==> src/design/shp_defs.vh <==
// shared constants for the serial flash hold/pause front end
`ifndef SHP_DEFS_VH
`define SHP_DEFS_VH

`define SHP_CLK_PERIOD_NS 50
`define SHP_PROG_TIME_NS 1000000
`define SHP_PROG_CYCLES (`SHP_PROG_TIME_NS / `SHP_CLK_PERIOD_NS)
`define SHP_PROG_CNT_W 24
`define SHP_BYTE_W 8
`define SHP_FIFO_DEPTH 4
`define SHP_SINGLE_LAST 3'h7
`define SHP_QUAD_LAST 3'h1
`define SHP_IDLE_BYTE 8'hFF
`define SHP_SYNC_W 6
// idle pin levels for the synchroniser: select high, pause pin high
`define SHP_SYNC_RST 6'h21

`endif

==> src/design/shp_sync.v <==
// two-flop synchroniser for a group of asynchronous pin levels
module shp_sync #(
  parameter WIDTH = 1,
  parameter [WIDTH-1:0] RST_VAL = {WIDTH{1'b0}}
) (
  // clock and reset
  input wire clk_i,
  input wire rst_n_i,
  // levels
  input wire [WIDTH-1:0] async_i,
  output reg [WIDTH-1:0] sync_o
);

  reg [WIDTH-1:0] stage1;

  always @(posedge clk_i or negedge rst_n_i) begin
    if (!rst_n_i) begin
      stage1 <= RST_VAL;
      sync_o <= RST_VAL;
    end else begin
      stage1 <= async_i;
      sync_o <= stage1;
    end
  end

endmodule

==> src/design/shp_fifo.v <==
// small synchronous fifo with valid/ready on both sides
module shp_fifo #(
  parameter WIDTH = 8,
  parameter DEPTH = 4,
  parameter AW = 2
) (
  // clock and reset
  input wire clk_i,
  input wire rst_n_i,
  // fill side
  input wire [WIDTH-1:0] in_data_i,
  input wire in_valid_i,
  output reg in_ready_o,
  // drain side
  output reg [WIDTH-1:0] out_data_o,
  output reg out_valid_o,
  input wire out_ready_i
);

  reg [WIDTH-1:0] mem [0:DEPTH-1];
  reg [AW-1:0] wr_ptr;
  reg [AW-1:0] rd_ptr;
  reg [AW:0] count;
  wire push;
  wire pop;
  wire [AW:0] next_count;
  wire [AW-1:0] next_rd_ptr;

  assign push = in_valid_i && in_ready_o;
  assign pop = out_valid_o && out_ready_i;
  assign next_count = count + {{AW{1'b0}}, push} - {{AW{1'b0}}, pop};
  assign next_rd_ptr = !pop ? rd_ptr : (rd_ptr == DEPTH - 1) ? {AW{1'b0}} : rd_ptr + 1'b1;

  always @(posedge clk_i) begin
    if (push) begin
      mem[wr_ptr] <= in_data_i;
    end
  end

  always @(posedge clk_i or negedge rst_n_i) begin
    if (!rst_n_i) begin
      wr_ptr <= {AW{1'b0}};
      rd_ptr <= {AW{1'b0}};
      count <= {(AW+1){1'b0}};
      in_ready_o <= 1'b0;
      out_valid_o <= 1'b0;
      out_data_o <= {WIDTH{1'b0}};
    end else begin
      if (push) begin
        wr_ptr <= (wr_ptr == DEPTH - 1) ? {AW{1'b0}} : wr_ptr + 1'b1;
      end
      rd_ptr <= next_rd_ptr;
      // head is registered; a push into an empty fifo bypasses the array
      out_data_o <= (push && (wr_ptr == next_rd_ptr)) ? in_data_i : mem[next_rd_ptr];
      count <= next_count;
      in_ready_o <= (next_count != DEPTH);
      out_valid_o <= (next_count != {(AW+1){1'b0}});
    end
  end

endmodule

==> src/design/shp_hold_pause.v <==
// serial flash front end: hold/pause control, quad lane three reuse, byte streams
`include "shp_defs.vh"

// Overview of operation
// - while paused, serial clock edges and serial input data are ignored.
// - while paused, the serial output stays undriven.
// - pause starts only with chip select low and serial clock low.
// - pause freezes shifting state; no deselect, no interface reset.
// - self-timed program or erase cycle keeps running through a pause.
// - quad program samples lanes three to zero on each rising clock edge.
// - quad read drives lanes three to zero on each falling clock edge.
// - select falling starts, rising ends; deselected ignores input, floats output.
// - modes 0 and 3: sample on rising edge, drive on falling edge.
module shp_hold_pause #(
  parameter PROG_CYCLES = `SHP_PROG_CYCLES,
  parameter FIFO_DEPTH = `SHP_FIFO_DEPTH
) (
  // clock and reset
  input wire CLK_SYS_I,
  input wire RST_N_I,
  // spi pins
  input wire CS_N_I,
  input wire SCK_I,
  input wire SI_I,
  output reg SI_O,
  output reg SI_OE_O,
  input wire SO_I,
  output reg SO_O,
  output reg SO_OE_O,
  input wire WP_I,
  output reg WP_O,
  output reg WP_OE_O,
  input wire QUAD_LANE_THREE_I,
  output reg QUAD_LANE_THREE_O,
  output reg QUAD_LANE_THREE_OE_O,
  // phase controls from the command decoder
  input wire QUAD_IN_I,
  input wire READ_OUT_I,
  input wire QUAD_OUT_I,
  // received bytes
  output wire [`SHP_BYTE_W-1:0] RX_DATA_O,
  output wire RX_VALID_O,
  input wire RX_READY_I,
  output reg RX_ROOM_O,
  output reg RX_OVERRUN_O,
  // bytes to send
  input wire [`SHP_BYTE_W-1:0] TX_DATA_I,
  input wire TX_VALID_I,
  output reg TX_READY_O,
  // status
  output reg HOLD_ACTIVE_O,
  output reg SELECTED_O,
  // self-timed cycle
  input wire PROG_START_I,
  output reg PROG_BUSY_O
);

  // fifo depth of two or more; its pointers are sized from it
  localparam FIFO_AW = $clog2(FIFO_DEPTH);

  wire [`SHP_SYNC_W-1:0] pins_sync;
  wire cs_n_s;
  wire sck_s;
  wire si_s;
  wire so_s;
  wire wp_s;
  wire lane3_s;
  reg sck_d;
  reg cs_n_d;
  wire sck_rise;
  wire sck_fall;
  wire cs_fall;
  wire cs_rise;
  wire selected;
  reg hold;
  wire pause_req;
  wire quad_any;
  reg [`SHP_BYTE_W-1:0] in_sh;
  reg [2:0] in_cnt;
  reg [`SHP_BYTE_W-1:0] pend_byte;
  reg pend_valid;
  wire fifo_in_ready;
  reg [`SHP_BYTE_W-1:0] out_sh;
  reg [2:0] out_left;
  reg [`SHP_BYTE_W-1:0] tx_buf;
  reg tx_buf_valid;
  reg [`SHP_PROG_CNT_W-1:0] prog_cnt;
  reg [`SHP_BYTE_W-1:0] next_in_sh;
  reg next_in_done;
  reg [`SHP_BYTE_W-1:0] next_cur;
  reg next_load;

  // pins from the host are asynchronous to the system clock
  // reset to idle levels so release shows no false select or pause
  shp_sync #(
    .WIDTH(`SHP_SYNC_W),
    .RST_VAL(`SHP_SYNC_RST)
  ) u_sync (
    .clk_i(CLK_SYS_I),
    .rst_n_i(RST_N_I),
    .async_i({CS_N_I, SCK_I, SI_I, SO_I, WP_I, QUAD_LANE_THREE_I}),
    .sync_o(pins_sync)
  );

  assign cs_n_s = pins_sync[5];
  assign sck_s = pins_sync[4];
  assign si_s = pins_sync[3];
  assign so_s = pins_sync[2];
  assign wp_s = pins_sync[1];
  assign lane3_s = pins_sync[0];

  assign sck_rise = sck_s && !sck_d;
  assign sck_fall = !sck_s && sck_d;
  assign cs_fall = !cs_n_s && cs_n_d;
  assign cs_rise = cs_n_s && !cs_n_d;
  assign selected = !cs_n_s;
  // in quad phases the pin is data, so no pause can be read from it
  assign quad_any = QUAD_IN_I || (READ_OUT_I && QUAD_OUT_I);
  // a floating pin reads high through its pull-up, so no pause
  assign pause_req = !lane3_s && !quad_any;

  always @(posedge CLK_SYS_I or negedge RST_N_I) begin
    if (!RST_N_I) begin
      sck_d <= 1'b0;
      cs_n_d <= 1'b1;
    end else begin
      sck_d <= sck_s;
      cs_n_d <= cs_n_s;
    end
  end

  // pause enters, and leaves on pin release, only while the clock is low
  // select high drops a pause, so a new frame never starts paused
  always @(posedge CLK_SYS_I or negedge RST_N_I) begin
    if (!RST_N_I) begin
      hold <= 1'b0;
    end else if (!selected) begin
      hold <= 1'b0;
    end else if (!hold && pause_req && !sck_s) begin
      hold <= 1'b1;
    end else if (hold && !pause_req && !sck_s) begin
      hold <= 1'b0;
    end
  end

  // input sampling: one bit single, one nibble quad, msb first
  always @* begin
    next_in_sh = in_sh;
    next_in_done = 1'b0;
    if (QUAD_IN_I) begin
      next_in_sh = {in_sh[3:0], lane3_s, wp_s, so_s, si_s};
      next_in_done = (in_cnt == `SHP_QUAD_LAST);
    end else begin
      next_in_sh = {in_sh[6:0], si_s};
      next_in_done = (in_cnt == `SHP_SINGLE_LAST);
    end
  end

  always @(posedge CLK_SYS_I or negedge RST_N_I) begin
    if (!RST_N_I) begin
      in_sh <= {`SHP_BYTE_W{1'b0}};
      in_cnt <= 3'h0;
      pend_byte <= {`SHP_BYTE_W{1'b0}};
      pend_valid <= 1'b0;
      RX_OVERRUN_O <= 1'b0;
    end else begin
      if (pend_valid && fifo_in_ready) begin
        pend_valid <= 1'b0;
      end
      if (cs_fall) begin
        in_cnt <= 3'h0;
        RX_OVERRUN_O <= 1'b0;
      end else if (cs_rise) begin
        in_cnt <= 3'h0;
      end else if (selected && !hold && sck_rise) begin
        in_sh <= next_in_sh;
        in_cnt <= next_in_done ? 3'h0 : in_cnt + 3'h1;
        if (next_in_done) begin
          // a new byte is lost while the last one still waits for room; the select-fall clear wins
          if (pend_valid && !fifo_in_ready) begin
            RX_OVERRUN_O <= 1'b1;
          end else begin
            pend_byte <= next_in_sh;
            pend_valid <= 1'b1;
          end
        end
      end
    end
  end

  shp_fifo #(
    .WIDTH(`SHP_BYTE_W),
    .DEPTH(FIFO_DEPTH),
    .AW(FIFO_AW)
  ) u_rx_fifo (
    .clk_i(CLK_SYS_I),
    .rst_n_i(RST_N_I),
    .in_data_i(pend_byte),
    .in_valid_i(pend_valid),
    .in_ready_o(fifo_in_ready),
    .out_data_o(RX_DATA_O),
    .out_valid_o(RX_VALID_O),
    .out_ready_i(RX_READY_I)
  );

  // output shifting: new byte taken when previous is exhausted
  always @* begin
    next_load = (out_left == 3'h0);
    if (!next_load) begin
      next_cur = out_sh;
    end else if (tx_buf_valid) begin
      next_cur = tx_buf;
    end else begin
      next_cur = `SHP_IDLE_BYTE;
    end
  end

  always @(posedge CLK_SYS_I or negedge RST_N_I) begin
    if (!RST_N_I) begin
      out_sh <= {`SHP_BYTE_W{1'b0}};
      out_left <= 3'h0;
      tx_buf <= {`SHP_BYTE_W{1'b0}};
      tx_buf_valid <= 1'b0;
      TX_READY_O <= 1'b0;
      SI_O <= 1'b0;
      SO_O <= 1'b0;
      WP_O <= 1'b0;
      QUAD_LANE_THREE_O <= 1'b0;
    end else begin
      // one-byte buffer: ready returns one clock after the shifter takes it
      TX_READY_O <= !tx_buf_valid && !(TX_VALID_I && TX_READY_O);
      if (TX_VALID_I && TX_READY_O) begin
        tx_buf <= TX_DATA_I;
        tx_buf_valid <= 1'b1;
      end
      if (cs_fall || cs_rise) begin
        out_left <= 3'h0;
      end else if (selected && !hold && READ_OUT_I && sck_fall) begin
        if (next_load && tx_buf_valid) begin
          tx_buf_valid <= 1'b0;
        end
        if (QUAD_OUT_I) begin
          {QUAD_LANE_THREE_O, WP_O, SO_O, SI_O} <= next_cur[7:4];
          out_sh <= {next_cur[3:0], 4'h0};
          out_left <= next_load ? `SHP_QUAD_LAST : out_left - 3'h1;
        end else begin
          SO_O <= next_cur[7];
          out_sh <= {next_cur[6:0], 1'b0};
          out_left <= next_load ? `SHP_SINGLE_LAST : out_left - 3'h1;
        end
      end
    end
  end

  // drivers: none while deselected or paused
  // lane three stays driven in quad read: the pin is data there
  always @(posedge CLK_SYS_I or negedge RST_N_I) begin
    if (!RST_N_I) begin
      SI_OE_O <= 1'b0;
      SO_OE_O <= 1'b0;
      WP_OE_O <= 1'b0;
      QUAD_LANE_THREE_OE_O <= 1'b0;
    end else begin
      SO_OE_O <= selected && !hold && READ_OUT_I;
      SI_OE_O <= selected && !hold && READ_OUT_I && QUAD_OUT_I;
      WP_OE_O <= selected && !hold && READ_OUT_I && QUAD_OUT_I;
      QUAD_LANE_THREE_OE_O <= selected && READ_OUT_I && QUAD_OUT_I;
    end
  end

  // self-timed cycle never looks at hold or select
  // a start while busy is ignored, not queued
  always @(posedge CLK_SYS_I or negedge RST_N_I) begin
    if (!RST_N_I) begin
      prog_cnt <= {`SHP_PROG_CNT_W{1'b0}};
      PROG_BUSY_O <= 1'b0;
    end else if (PROG_BUSY_O) begin
      prog_cnt <= prog_cnt - 1'b1;
      if (prog_cnt == {{(`SHP_PROG_CNT_W-1){1'b0}}, 1'b1}) begin
        PROG_BUSY_O <= 1'b0;
      end
    end else if (PROG_START_I) begin
      prog_cnt <= PROG_CYCLES[`SHP_PROG_CNT_W-1:0];
      PROG_BUSY_O <= 1'b1;
    end
  end

  // registered copies so every status pin leaves a flop
  always @(posedge CLK_SYS_I or negedge RST_N_I) begin
    if (!RST_N_I) begin
      RX_ROOM_O <= 1'b0;
      HOLD_ACTIVE_O <= 1'b0;
      SELECTED_O <= 1'b0;
    end else begin
      RX_ROOM_O <= fifo_in_ready && !pend_valid;
      HOLD_ACTIVE_O <= hold;
      SELECTED_O <= selected;
    end
  end

endmodule

==> config.mk <==
export PLATFORM = sky130hd
export DESIGN_NAME = shp_hold_pause
export DESIGN_NICKNAME = d
export VERILOG_FILES = /design/src/design/shp_sync.v /design/src/design/shp_fifo.v /design/src/design/shp_hold_pause.v
export VERILOG_INCLUDE_DIRS = /design/src /design/src/design
export SDC_FILE = /design/constraint.sdc
export NUM_CORES = 1
export LEC_CHECK = 0
export ABC_AREA = 0
export BUFFER_PORTS_ARGS = -buffer_cell sky130_fd_sc_hd__buf_2
export CORE_ASPECT_RATIO = 0.75
export CORE_MARGIN = 1.5
export CORE_UTILIZATION = 23
export CTS_CLUSTER_SIZE = 10
export DETAILED_ROUTE_END_ITERATION = 8
export PLACE_DENSITY = 0.46
export SLEW_MARGIN = 20
export SYNTH_ARGS = -nofsm -noshare
export SYNTH_HDL_FRONTEND = slang
export SYNTH_HIERARCHICAL = 1
export SYNTH_SLANG_ARGS = --single-unit
==> constraint.sdc <==
create_clock -name CLK_SYS_I -period 3.25 [get_ports CLK_SYS_I]
set_input_delay 0.4875 -clock CLK_SYS_I [delete_from_list [all_inputs] [get_ports CLK_SYS_I]]
set_output_delay 0.4875 -clock CLK_SYS_I [all_outputs]
set_load 0.005 [all_outputs]
## Word level (Yosys, flattened, before mapping)

Memory sizes are Yosys's and may differ from the RTL's. A register that Yosys moved wholly into a read port is not among the register bits.
Cells that the tools add are included.

- Register bits: 100
- RAM bits: 32
- Output and inout bits: 23
- Memories kept: 1

Memory list:

| name | words | width | rd ports | clocked after Yosys merged registers in | wr ports | RTL line | source |
|---|---|---|---|---|---|---|---|
| u_rx_fifo.mem | 4 | 8 | 1 | 1 | 1 | shp_fifo.v:20 | `reg [WIDTH-1:0] mem [0:DEPTH-1];` |

- Add/sub/neg operators: 7
- Equal/unequal tests: 7
- Muxes and demuxes: 43
- Bitwise gates (word level): 4
- Reductions and logical operators: 53

Operator list:

| cell | number |
|---|---|
| 2-to-1 mux 24 bit | 2 |
| 2-to-1 mux 8 bit | 4 |
| 2-to-1 mux 3 bit | 9 |
| 2-to-1 mux 1 bit | 25 |
| == test 24 x 1 -> 1 bit (second input constant) | 1 |
| logical AND 1 bit | 24 |
| subtractor 24 x 1 -> 24 bit (second input constant) | 1 |
| logical NOT 1 bit | 13 |
| nonzero test 2 bit | 5 |
| nonzero test 3 bit | 3 |
| 2-to-1 mux 2 bit | 3 |
| AND reduction 3 bit | 2 |
| AND reduction 5 bit | 1 |
| adder 2 x 1 -> 2 bit (second input constant) | 2 |
| == test 2 bit (second input constant) | 2 |
| inverter 1 bit | 4 |
| AND reduction 4 bit | 1 |
| adder 3 x 1 -> 3 bit | 1 |
| adder 3 x 1 -> 3 bit (second input constant) | 1 |
| == test 3 x 1 -> 1 bit (second input constant) | 1 |
| == test 3 bit (second input constant) | 1 |
| logical NOT 3 bit | 1 |
| inequality test 3 bit (second input constant) | 1 |
| subtractor 3 x 1 -> 3 bit | 1 |
| other kinds (4) | 5 |

## Logic depth before layout (Yosys ltp)

Gate-level depths: netlist (run 1).

- Depth in word-level cells: 10
- Mapped depth: 7
- Gate-level depth less buffers: 7

## Hierarchy

The synthesis (run 1) kept the hierarchy.

By module, submodules not included:

| module | instances | cells an instance | area an instance (um^2) |
|---|---|---|---|
| shp_hold_pause | 1 | 325 | 3667.3 |
| shp_fifo | 1 | 143 | 2114.5 |
| shp_sync | 1 | 12 | 305.3 |

## Least setup slack after synthesis (run 1)

No wires, ideal clock.

- Path kind: register to register
- Start: register u_sync.sync_o[5]
- End: register pend_byte[0]
- Setup time: 125 ps
- Data arrival time: 1843 ps
- Required time: 3125 ps
- Path slack: 1282 ps
- Stages on the path, launching flop included: 8
- Path buffers: 1
- Period minus slack after synthesis: 1968 ps
- Path through: dfstp_2 > inv_1 > ha_1 > nor2_1 > nand2_1 > nor3b_1 > buf_2 > mux2_2

- Longest elaborated chain between the ends: 4

RTL lines:

| element | RTL line | source |
|---|---|---|
| start: declaration | shp_sync.v:11 | `output reg [WIDTH-1:0] sync_o` |
| start signal: assignment | shp_sync.v:22 | `sync_o <= stage1;` |
| logical NOT 1 bit * | shp_hold_pause.v:116 | `assign selected = !cs_n_s;` |
| named net selected | shp_hold_pause.v:74 | `wire selected;` |
| logical AND 1 bit, on equally long branches | shp_hold_pause.v:175, shp_hold_pause.v:114 |  |
| logical AND 1 bit or inverter 1 bit (tied branches) | - |  |
| AND reduction 5 bit (no source line) * | - |  |
| end signal: assignment | shp_hold_pause.v:163 | `` pend_byte <= {`SHP_BYTE_W{1'b0}}; `` |
| end signal: assignment | shp_hold_pause.v:183 | `pend_byte <= next_in_sh;` |
| end: declaration | shp_hold_pause.v:80 | `` reg [`SHP_BYTE_W-1:0] pend_byte; `` |

Mark *: on every way through the listed nets, which the timed path passes. The rest lies on a longest branch.
A chain may end at the register's enable or synchronous reset.

## Final worst setup path (run 1)

- Start: register u_sync.sync_o[5]
- End: register pend_byte[1]

Same word-level chain as after synthesis.

==> results of run 1 <==
-- layout make-up --
cell class | instances | area share [%]
multi-input cells | 299 | 31.1
flip-flops and latches | 139 | 50.1
clock buffers | 18 | 5.90
inverters | 22 | 1.14
diodes | 1 | 0.0344
repair buffers | 46 | 3.44
clock inverters | 14 | 2.37
well taps | 344 | 5.92
-- placed cells by master, fill, tap and decap left out, types with 6 or more instances in the layout --
master,Yosys,final
sky130_fd_sc_hd__a21oi_1,10,10
sky130_fd_sc_hd__inv_1,21,21
sky130_fd_sc_hd__nor2_1,14,14
sky130_fd_sc_hd__mux2_2,27,27
sky130_fd_sc_hd__nor3_1,10,10
sky130_fd_sc_hd__mux2i_1,23,23
sky130_fd_sc_hd__nor2b_1,6,6
sky130_fd_sc_hd__o221ai_1,8,8
sky130_fd_sc_hd__and3_1,22,22
sky130_fd_sc_hd__o31ai_1,15,15
sky130_fd_sc_hd__o21ai_0,15,15
sky130_fd_sc_hd__ha_1,14,14
sky130_fd_sc_hd__clkbuf_16,0,17
sky130_fd_sc_hd__nand3_1,8,8
sky130_fd_sc_hd__nand2b_1,7,7
sky130_fd_sc_hd__nand2_1,35,35
sky130_fd_sc_hd__dfrtp_1,102,102
sky130_fd_sc_hd__nor4_1,7,7
sky130_fd_sc_hd__edfxtp_1,32,32
sky130_fd_sc_hd__a211oi_1,18,18
sky130_fd_sc_hd__buf_2,6,43
-- registers in the layout, summed over array words and instances, names as in the netlist, 2 cells and up --
name	count
u_sync/sync_o	6
pend_byte	8
u_sync/stage1	6
u_rx_fifo/wr_ptr	2
u_rx_fifo/out_data_o	8
tx_buf	8
out_left	3
out_sh	7
prog_cnt	24
in_sh	7
u_rx_fifo/rd_ptr	2
u_rx_fifo/mem	32
in_cnt	3
u_rx_fifo/count	3
-- power by group --
part	total [mW]	internal (mW)	switching, mW
Sequential	2.55	2.22	0.328
Clock	1.97	1.21	0.764
Combinational	1.31	0.593	0.714
Total	5.83	4.02	1.81
-- routing by layer --
metal  vias up  wire (µm)  track usage [%]  part of all wire [%]
li1       1880          -                -                     -
met3        15        693             3.25                   5.1
met1      1952       6860             14.7                    51
met4         0        165             3.94                   1.2
met5         -          0                0                     0
met2        83       5820             15.8                    43
-- metrics by stage --
step	util, %	instances	power [mW]	area (µm²)	hold WS, ns
finish	28.0	883	5.83	7270	0.0441
CTS	28.0	882	5.90	7270	0.0684
global placement	25.7	850	3.84	6670	0.340
detailed placement	25.7	850	3.90	6670	0.340
floorplan	-	480	3.44	6090	0.192
global route	28.0	882	6.23	7270	0.0844
-- worst max-delay path, cell delays in order (launching register included) --
cell and delay (ns):
sky130_fd_sc_hd__dfstp_2 0.60, sky130_fd_sc_hd__inv_1 0.08, sky130_fd_sc_hd__ha_1 0.23, sky130_fd_sc_hd__nor2_1 0.21, sky130_fd_sc_hd__nand2_1 0.30, sky130_fd_sc_hd__nor3b_1 0.27, sky130_fd_sc_hd__buf_4 0.21, sky130_fd_sc_hd__mux2_2 0.34
-- worst min-delay path by stage --
stage | startpoint | to | slack, ns | cells after the start
final | RST_N_I | u_rx_fifo/out_data_o[0] | 0.04 | 1
after detailed placement | u_sync/stage1[3] | u_sync/sync_o[3] | 0.34 | 0
after floorplan | RST_N_I | HOLD_ACTIVE_O | 0.19 | 0
after global routing | RST_N_I | u_rx_fifo/out_data_o[0] | 0.08 | 1
after global placement | u_sync/stage1[2] | u_sync/sync_o[2] | 0.34 | 0
after CTS | RST_N_I | u_rx_fifo/out_data_o[0] | 0.07 | 1
-- logic make-up (layout without fill, tap and decap cells) --
kind of cell / Yosys count / after routing / synth area share, %
flops: 139 / 139 / 59.9
fa+ha+maj: 15 / 15 / 3.21
simple gates: 137 / 137 / 13.2
compound gates: 94 / 94 / 11.3
xor+xnor: 2 / 2 / 0.288
buf+inv: 42 / 100 / 3.02
other cells: 0 / 1 / 0
mux: 51 / 51 / 9.15
==> flow_summary.html, run 1 <==
<table>
<tr><th>Metric</th><th>Value</th></tr>
<tr><th colspan="2">STA</th></tr>
<tr><td>Worst Skew</td><td>0.0119 ns</td></tr>
<tr><td>Setup total negative slack</td><td>0 ns</td></tr>
<tr><td>Final setup violation count</td><td>0</td></tr>
<tr><td>Unrepaired setup endpoints after global routing</td><td>no</td></tr>
<tr><td>Final WS setup</td><td>0.896 ns</td></tr>
<tr><td>Final Slew Violations</td><td>0</td></tr>
<tr><td>Actual slew at the worst max-slew pin</td><td>0.863 ns</td></tr>
<tr><td>Final worst-path cycle share</td><td>72.4%</td></tr>
<tr><td>FMAX</td><td>0.425 GHz</td></tr>
<tr><td>Fin crit period</td><td>2.35 ns</td></tr>
<tr><td>Count of final hold-check violations</td><td>0</td></tr>
<tr><td>Worst rel slew slack</td><td>42.5%</td></tr>
<tr><th colspan="2">Global route</th></tr>
<tr><td>First-pass GRT wire length</td><td>22,500 µm</td></tr>
<tr><td>Number of antenna violations at the first check in global routing</td><td>1</td></tr>
<tr><td>Remaining global-route overflow</td><td>0</td></tr>
<tr><td>Total GRT Usage</td><td>10.7%</td></tr>
<tr><td>Largest net degree at the start of global routing</td><td>69</td></tr>
<tr><td>Via count of the first global-routing pass</td><td>4,095</td></tr>
<tr><th colspan="2">Logic synthesis</th></tr>
<tr><td>Syn Std Cell Area</td><td>6090 µm²</td></tr>
<tr><td>Most common cell in the netlist</td><td>sky130_fd_sc_hd__dfrtp_1</td></tr>
<tr><td>Main flop type after synthesis</td><td>sky130_fd_sc_hd__dfrtp_1</td></tr>
<tr><td>Syn Area/Cell</td><td>12.7 µm²</td></tr>
<tr><td>Register area share after synthesis</td><td>59.9%</td></tr>
<tr><td>Post-synth top cells</td><td>sky130_fd_sc_hd__dfrtp_1 (102), sky130_fd_sc_hd__nand2_1 (35), sky130_fd_sc_hd__edfxtp_1 (32)</td></tr>
<tr><td>Top area cells in the synthesized netlist</td><td>sky130_fd_sc_hd__dfrtp_1 (42%), sky130_fd_sc_hd__edfxtp_1 (16%), sky130_fd_sc_hd__mux2_2 (5.0%), sky130_fd_sc_hd__mux2i_1 (3.8%), sky130_fd_sc_hd__ha_1 (2.9%)</td></tr>
<tr><td>Cell accounting for the most synthesized area</td><td>sky130_fd_sc_hd__dfrtp_1</td></tr>
<tr><td>Number of register bits inferred by synthesis</td><td>139</td></tr>
<tr><td>Number of enable-type register cells in the synthesized netlist</td><td>32</td></tr>
<tr><td>Share of flip-flops with an asynchronous set or reset after synthesis</td><td>77.0%</td></tr>
<tr><td>Count of different cell masters after synthesis</td><td>64</td></tr>
<tr><td>Warning count from the yosys run</td><td>6</td></tr>
<tr><td>Post-synthesis cell count</td><td>480</td></tr>
<tr><td>Number of nets in the synthesized netlist</td><td>517</td></tr>
<tr><td>Top-area cell type share of the netlist area</td><td>41.9%</td></tr>
<tr><th colspan="2">Clock network</th></tr>
<tr><td>Number of clock sinks seen by CTS</td><td>139</td></tr>
<tr><td>Total CTS buffers</td><td>17</td></tr>
<tr><td>Skew-Pair Late Insertion Delay</td><td>0.42 ns</td></tr>
<tr><td>Count of H-tree levels built during CTS</td><td>4</td></tr>
<tr><td>Post-CTS Setup Inserts</td><td>0</td></tr>
<tr><td>Post-CTS sizing</td><td>0</td></tr>
<tr><td>Clock Pin Slew Worst Setup and Hold Paths</td><td>0.06 ns</td></tr>
<tr><td>Clock tree from TritonCTS</td><td>built</td></tr>
<tr><td>Post-CTS Hold Buffers</td><td>0</td></tr>
<tr><td>CTS Root Cell</td><td>sky130_fd_sc_hd__clkbuf_16</td></tr>
<tr><td>Maximum number of buffers from clock root to sink</td><td>2</td></tr>
<tr><th colspan="2">Run status</th></tr>
<tr><td>Run status</td><td>complete, no violations</td></tr>
<tr><th colspan="2">Placed design</th></tr>
<tr><td>Placer's final routability congestion estimate</td><td>0.737</td></tr>
<tr><td>Post-place setup slack</td><td>0.892 ns</td></tr>
<tr><td>Count of buffers inserted at the top-level ports</td><td>44</td></tr>
<tr><td>HPWL after detailed placement</td><td>9180 µm</td></tr>
<tr><th colspan="2">Setup path</th></tr>
<tr><td>Worst Path Class, Setup</td><td>reg2reg</td></tr>
<tr><td>Worst Reg-to-Reg Cells</td><td>7</td></tr>
<tr><td>Launching element type of the critical path</td><td>flop</td></tr>
<tr><td>Crit end category</td><td>flop</td></tr>
<tr><td>Capture point of the worst path</td><td>pend_byte[1]</td></tr>
<tr><td>Origin of the worst setup path</td><td>u_sync/sync_o[5]</td></tr>
<tr><td>Worst setup slack for register-to-register paths</td><td>0.90 ns</td></tr>
<tr><td>Critical path arrival</td><td>2.66 ns</td></tr>
<tr><td>Critical R2R Capture</td><td>pend_byte[1]</td></tr>
<tr><td>Critical path fanouts, max</td><td>12</td></tr>
<tr><td>Data required time of the worst path</td><td>3.55 ns</td></tr>
<tr><td>Launch instance of the worst register-to-register path</td><td>u_sync/sync_o[5]</td></tr>
<tr><th colspan="2">Route</th></tr>
<tr><td>Residual DRC</td><td>0</td></tr>
<tr><td>Detailed router's first-iteration violation count</td><td>233</td></tr>
<tr><td>Average wire per cell in the routed design</td><td>15.3 µm</td></tr>
<tr><td>Total number of vias</td><td>3,930</td></tr>
<tr><td>Ratio of routed vias to standard cells</td><td>4.45</td></tr>
<tr><td>Wire length after detailed routing</td><td>13,500 µm</td></tr>
<tr><td>Number of nets with antenna violations after detailed routing</td><td>0</td></tr>
<tr><td>Number of detailed-route iterations in the first pass</td><td>6</td></tr>
<tr><th colspan="2">Finish</th></tr>
<tr><td>Filler cell count in the final layout</td><td>2,636</td></tr>
<tr><td>Layout overhead on the synthesized area</td><td>19.4%</td></tr>
<tr><td>Sequential cell area</td><td>3640 µm²</td></tr>
<tr><td>Total area of multi-input combinational cells</td><td>2260 µm²</td></tr>
<tr><td>Number of nets in the finished design</td><td>562</td></tr>
<tr><td>Fraction of final layout cells sized beyond drive strength 1</td><td>22.1%</td></tr>
<tr><th colspan="2">Floorplanning</th></tr>
<tr><td>Die Ht</td><td>144 µm</td></tr>
<tr><td>Starting density of the core</td><td>23.4%</td></tr>
<tr><td>Core outline area</td><td>26,000 µm²</td></tr>
<tr><td>Num rows</td><td>51</td></tr>
<tr><td>DIE AREA</td><td>27,500 µm²</td></tr>
<tr><td>Number of I/O pins</td><td>45</td></tr>
<tr><td>Die X-Extent</td><td>191 µm</td></tr>
<tr><th colspan="2">Power</th></tr>
<tr><td>Power per Cell Area</td><td>802 nW/µm²</td></tr>
<tr><td>Maximum resistive drop on vdd</td><td>0.000333 V</td></tr>
<tr><td>Leak</td><td>2.98 nW</td></tr>
<tr><th colspan="2">Min path</th></tr>
<tr><td>Type of the worst min-delay path</td><td>in2async</td></tr>
<tr><th colspan="2">Job</th></tr>
<tr><td>Number of violations of the max-capacitance limit</td><td>0</td></tr>
</table>
Power figures use the tool's default switching activity.
==> inputs of run 2 (changes only) <==
==> constraint.sdc (replaced) <==
create_clock -name CLK_SYS_I -period 2.4 [get_ports CLK_SYS_I]
set_input_delay 0.36 -clock CLK_SYS_I [delete_from_list [all_inputs] [get_ports CLK_SYS_I]]
set_output_delay 0.36 -clock CLK_SYS_I [all_outputs]
set_load 0.005 [all_outputs]
==> run 2 against run 1 <==
Against the previous run: the run now ends with negative hold slack left; routed wire length is 1.0% lower; clock-buffer cell count down 1; sequential power is 35% higher; power rose by 38%; die area is the same; first-iteration DRC count rose by 39%; maximum frequency is 12% higher; sequential share of layout area shrank 0.60 points; register-to-register slack worse by 0.60 ns; combinational power is 44% higher; via count grew 0.87%; largest power group unchanged.
==> flow_summary.html, run 2 (synthesis results as in run 1) <==
<table>
<tr><th>Metric</th><th>Value</th></tr>
<tr><th colspan="2">Setup path</th></tr>
<tr><td>Maximum single-stage delay on the critical path</td><td>0.60 ns (about the same)</td></tr>
<tr><td>Critical path arrival</td><td>2.40 ns (-0.26 ns)</td></tr>
<tr><td>Worst setup slack for register-to-register paths</td><td>0.30 ns (-0.60 ns)</td></tr>
<tr><td>Critical R2R Capture</td><td>pend_byte[2]</td></tr>
<tr><td>Data required time of the worst path</td><td>2.70 ns (-0.85 ns)</td></tr>
<tr><td>Worst Path Class, Setup</td><td>reg2reg</td></tr>
<tr><td>Launching element type of the critical path</td><td>flop</td></tr>
<tr><td>Cell with the largest stage delay on the worst path</td><td>sky130_fd_sc_hd__dfstp_2</td></tr>
<tr><td>CP bufs+invs</td><td>2 (unchanged)</td></tr>
<tr><td>Launch instance of the worst register-to-register path</td><td>u_sync/sync_o[5]</td></tr>
<tr><td>Critical path fanouts, max</td><td>8 (-4)</td></tr>
<tr><td>Worst Reg-to-Reg Cells</td><td>7 (unchanged)</td></tr>
<tr><td>Crit end category</td><td>flop</td></tr>
<tr><td>Critical-path cell list</td><td>inv_1, ha_1, nor2_1, nand2_1, nor3b_1, buf_4, mux2_2</td></tr>
<tr><td>Gate family responsible for the most delay along the worst path</td><td>flip-flops</td></tr>
<tr><th colspan="2">Global route</th></tr>
<tr><td>Number of antenna violations at the first check in global routing</td><td>1 (unchanged)</td></tr>
<tr><td>Total GRT Usage</td><td>10.4% (-0.26 points)</td></tr>
<tr><td>Remaining global-route overflow</td><td>0 (unchanged)</td></tr>
<tr><td>Via count of the first global-routing pass</td><td>3,981 (-2.8%)</td></tr>
<tr><td>First-pass GRT wire length</td><td>21,800 µm (-3.3%)</td></tr>
<tr><td>Largest net degree at the start of global routing</td><td>108 (+57%)</td></tr>
<tr><th colspan="2">STA</th></tr>
<tr><td>Final Slew Violations</td><td>0 (unchanged)</td></tr>
<tr><td>Unrepaired setup endpoints after global routing</td><td>no</td></tr>
<tr><td>Fin crit period</td><td>2.10 ns (-0.254 ns)</td></tr>
<tr><td>Final worst-path cycle share</td><td>87.5% (+15 points)</td></tr>
<tr><td>Actual slew at the worst max-slew pin</td><td>0.646 ns (-0.217 ns)</td></tr>
<tr><td>Worst rel slew slack</td><td>56.9% (+14 points)</td></tr>
<tr><td>Setup total negative slack</td><td>0 ns (unchanged)</td></tr>
<tr><td>FMAX</td><td>0.476 GHz (+12%)</td></tr>
<tr><td>Worst Skew</td><td>0.0132 ns (+0.00130 ns)</td></tr>
<tr><td>Worst hold-check slack</td><td>-0.0576 ns (-0.102 ns)</td></tr>
<tr><td>Count of final hold-check violations</td><td>9 (+9)</td></tr>
<tr><td>Final setup violation count</td><td>0 (unchanged)</td></tr>
<tr><th colspan="2">Clock network</th></tr>
<tr><td>Clock tree from TritonCTS</td><td>built</td></tr>
<tr><td>Maximum number of buffers from clock root to sink</td><td>2 (unchanged)</td></tr>
<tr><td>CTS Root Cell</td><td>sky130_fd_sc_hd__clkbuf_16</td></tr>
<tr><td>Skew-Pair Late Insertion Delay</td><td>0.43 ns (about the same)</td></tr>
<tr><td>Post-CTS sizing</td><td>0 (unchanged)</td></tr>
<tr><td>Post-CTS Setup Inserts</td><td>0 (unchanged)</td></tr>
<tr><td>Clock Pin Slew Worst Setup and Hold Paths</td><td>0.06 ns (about the same)</td></tr>
<tr><td>Number of clock sinks seen by CTS</td><td>139 (unchanged)</td></tr>
<tr><td>Post-CTS Hold Buffers</td><td>0 (unchanged)</td></tr>
<tr><td>Total CTS buffers</td><td>17 (unchanged)</td></tr>
<tr><td>Count of H-tree levels built during CTS</td><td>4 (unchanged)</td></tr>
<tr><th colspan="2">Run status</th></tr>
<tr><td>Run status</td><td>finished, violations left</td></tr>
<tr><td>Failing checks</td><td>negative hold slack</td></tr>
<tr><th colspan="2">Finish</th></tr>
<tr><td>Most common cell after layout, fill and taps aside</td><td>sky130_fd_sc_hd__dfrtp_1</td></tr>
<tr><td>Fraction of final layout cells sized beyond drive strength 1</td><td>23.9% (+1.8 points)</td></tr>
<tr><td>Leading cell types in the layout, fill and taps excluded</td><td>sky130_fd_sc_hd__dfrtp_1 (102), sky130_fd_sc_hd__buf_2 (43), sky130_fd_sc_hd__nand2_1 (35)</td></tr>
<tr><td>Final non-filler cell area</td><td>7360 µm² (+1.2%)</td></tr>
<tr><td>Max FFs per register</td><td>32 (unchanged)</td></tr>
<tr><td>Antenna cells</td><td>0 (-1)</td></tr>
<tr><td>Register with the most flip-flops</td><td>u_rx_fifo/mem</td></tr>
<tr><td>Number of nets in the finished design</td><td>572 (+1.8%)</td></tr>
<tr><td>Leading registers by flop count</td><td>u_rx_fifo/mem x32, prog_cnt x24</td></tr>
<tr><td>Layout overhead on the synthesized area</td><td>20.9%</td></tr>
<tr><th colspan="2">Power</th></tr>
<tr><td>Fraction of power spent switching nets</td><td>31.2% (+0.23 points)</td></tr>
<tr><td>Logic pwr share</td><td>23.5% (+1.1 points)</td></tr>
<tr><td>Clock share of power</td><td>33.6% (-0.2 points)</td></tr>
<tr><td>Sw Pwr</td><td>2.51 mW (+39%)</td></tr>
<tr><td>P_int</td><td>5.53 mW (+37%)</td></tr>
<tr><td>Power per Cell Area</td><td>1090 nW/µm² (+36%)</td></tr>
<tr><td>Part of the power in registers</td><td>42.9% (-0.8 points)</td></tr>
<tr><td>Maximum resistive drop on vdd</td><td>0.000374 V (+12%)</td></tr>
<tr><td>Leak</td><td>3.04 nW (+1.9%)</td></tr>
<tr><th colspan="2">Job</th></tr>
<tr><td>Number of violations of the max-capacitance limit</td><td>0 (unchanged)</td></tr>
<tr><th colspan="2">Floorplanning</th></tr>
<tr><td>Die Ht</td><td>144 µm (unchanged)</td></tr>
<tr><td>Num rows</td><td>51 (unchanged)</td></tr>
<tr><td>Number of I/O pins</td><td>45 (unchanged)</td></tr>
<tr><td>Starting density of the core</td><td>23.4% (unchanged)</td></tr>
<tr><td>Core outline area</td><td>26,000 µm² (unchanged)</td></tr>
<tr><td>Die X-Extent</td><td>191 µm (unchanged)</td></tr>
<tr><td>DIE AREA</td><td>27,500 µm² (unchanged)</td></tr>
<tr><th colspan="2">Route</th></tr>
<tr><td>Detailed router's first-iteration violation count</td><td>324 (+39%)</td></tr>
<tr><td>Wire length after detailed routing</td><td>13,400 µm (-1.0%)</td></tr>
<tr><td>Ratio of routed vias to standard cells</td><td>4.44 (-0.15%)</td></tr>
<tr><td>Total number of vias</td><td>3,964 (+0.87%)</td></tr>
<tr><td>Average wire per cell in the routed design</td><td>15.0 µm (-2.0%)</td></tr>
<tr><td>Residual DRC</td><td>0 (unchanged)</td></tr>
<tr><td>Number of nets with antenna violations after detailed routing</td><td>0 (unchanged)</td></tr>
<tr><td>Number of detailed-route iterations in the first pass</td><td>4 (-2)</td></tr>
<tr><th colspan="2">Placed design</th></tr>
<tr><td>HPWL after detailed placement</td><td>9410 µm (+2.5%)</td></tr>
<tr><td>Count of buffers inserted at the top-level ports</td><td>44 (unchanged)</td></tr>
<tr><td>Placer's final routability congestion estimate</td><td>0.736 (-0.11%)</td></tr>
<tr><td>Cell area after placement</td><td>6740 µm² (+1.1%)</td></tr>
<tr><th colspan="2">Min path</th></tr>
<tr><td>Type of the worst min-delay path</td><td>in2async</td></tr>
</table>
==> run 2: area by class of cell <==
class / count / area [µm²]
fillers: 2601 / 18600
flip-flops and latches: 139 / 3640
multi-input cells: 299 / 2260
well taps: 344 / 430
clock buffers: 17 / 425
repair buffers: 56 / 325
clock inverters: 15 / 191
inverters: 22 / 82.6
==> run 2: power by group through the flow <==
stage | sequential, mW | clock [mW] | combinational [mW]
2_1_floorplan | 3.34 | 0 | 1.31
3_3_place_gp | 3.47 | 0 | 1.84
3_5_place_dp | 3.50 | 0 | 1.89
4_1_cts | 3.46 | 2.78 | 1.90
5_1_grt | 3.54 | 2.89 | 2.13
6_report | 3.45 | 2.70 | 1.89
==> run 2: layer usage <==
layer,part of all wire (%),track usage [%],vias to the layer above
met5,0,0,-
met4,0.66,3.90,0
met3,3.9,2.66,5
met2,46,15.6,57
met1,50,14.5,2009
li1,-,-,1893
==> run 2: worst max-delay path by stage <==
stage / depth (start not counted) / to / slack, ns / startpoint
5_1_grt: 4 / prog_cnt[14] / 0.14 / prog_cnt[2]
4_1_cts: 7 / pend_byte[2] / 0.29 / u_sync/sync_o[5]
3_3_place_gp: 7 / pend_byte[0] / 0.35 / u_sync/sync_o[5]
2_1_floorplan: 7 / pend_byte[0] / 0.43 / u_sync/sync_o[5]
6_report: 7 / pend_byte[2] / 0.30 / u_sync/sync_o[5]
3_5_place_dp: 7 / pend_byte[2] / 0.30 / u_sync/sync_o[5]
==> run 2: per-stage QoR <==
| stage | worst slack, ns | hold WS [ns] | utilization [%] | total power [mW] | std cells |
|---|---|---|---|---|---|
| after CTS | 0.294 | 0.0213 | 28.3 | 8.15 | 892 |
| after global placement | 0.346 | 0.336 | 26.0 | 5.31 | 860 |
| after floorplan | 0.432 | 0.0644 | - | 4.65 | 480 |
| final | 0.300 | -0.0576 | 28.3 | 8.03 | 892 |
| after global routing | 0.136 | 0.0275 | 28.3 | 8.56 | 892 |
| after detailed placement | 0.303 | 0.336 | 26.0 | 5.39 | 860 |
==> run 2: worst register-to-register path, cell delays in order, from the launching register on <==
cell and delay [ns]:
sky130_fd_sc_hd__dfstp_2 0.60, sky130_fd_sc_hd__inv_1 0.09, sky130_fd_sc_hd__ha_1 0.23, sky130_fd_sc_hd__nor2_1 0.21
sky130_fd_sc_hd__nand2_1 0.11, sky130_fd_sc_hd__nor3b_1 0.20, sky130_fd_sc_hd__buf_4 0.20, sky130_fd_sc_hd__mux2_2 0.35
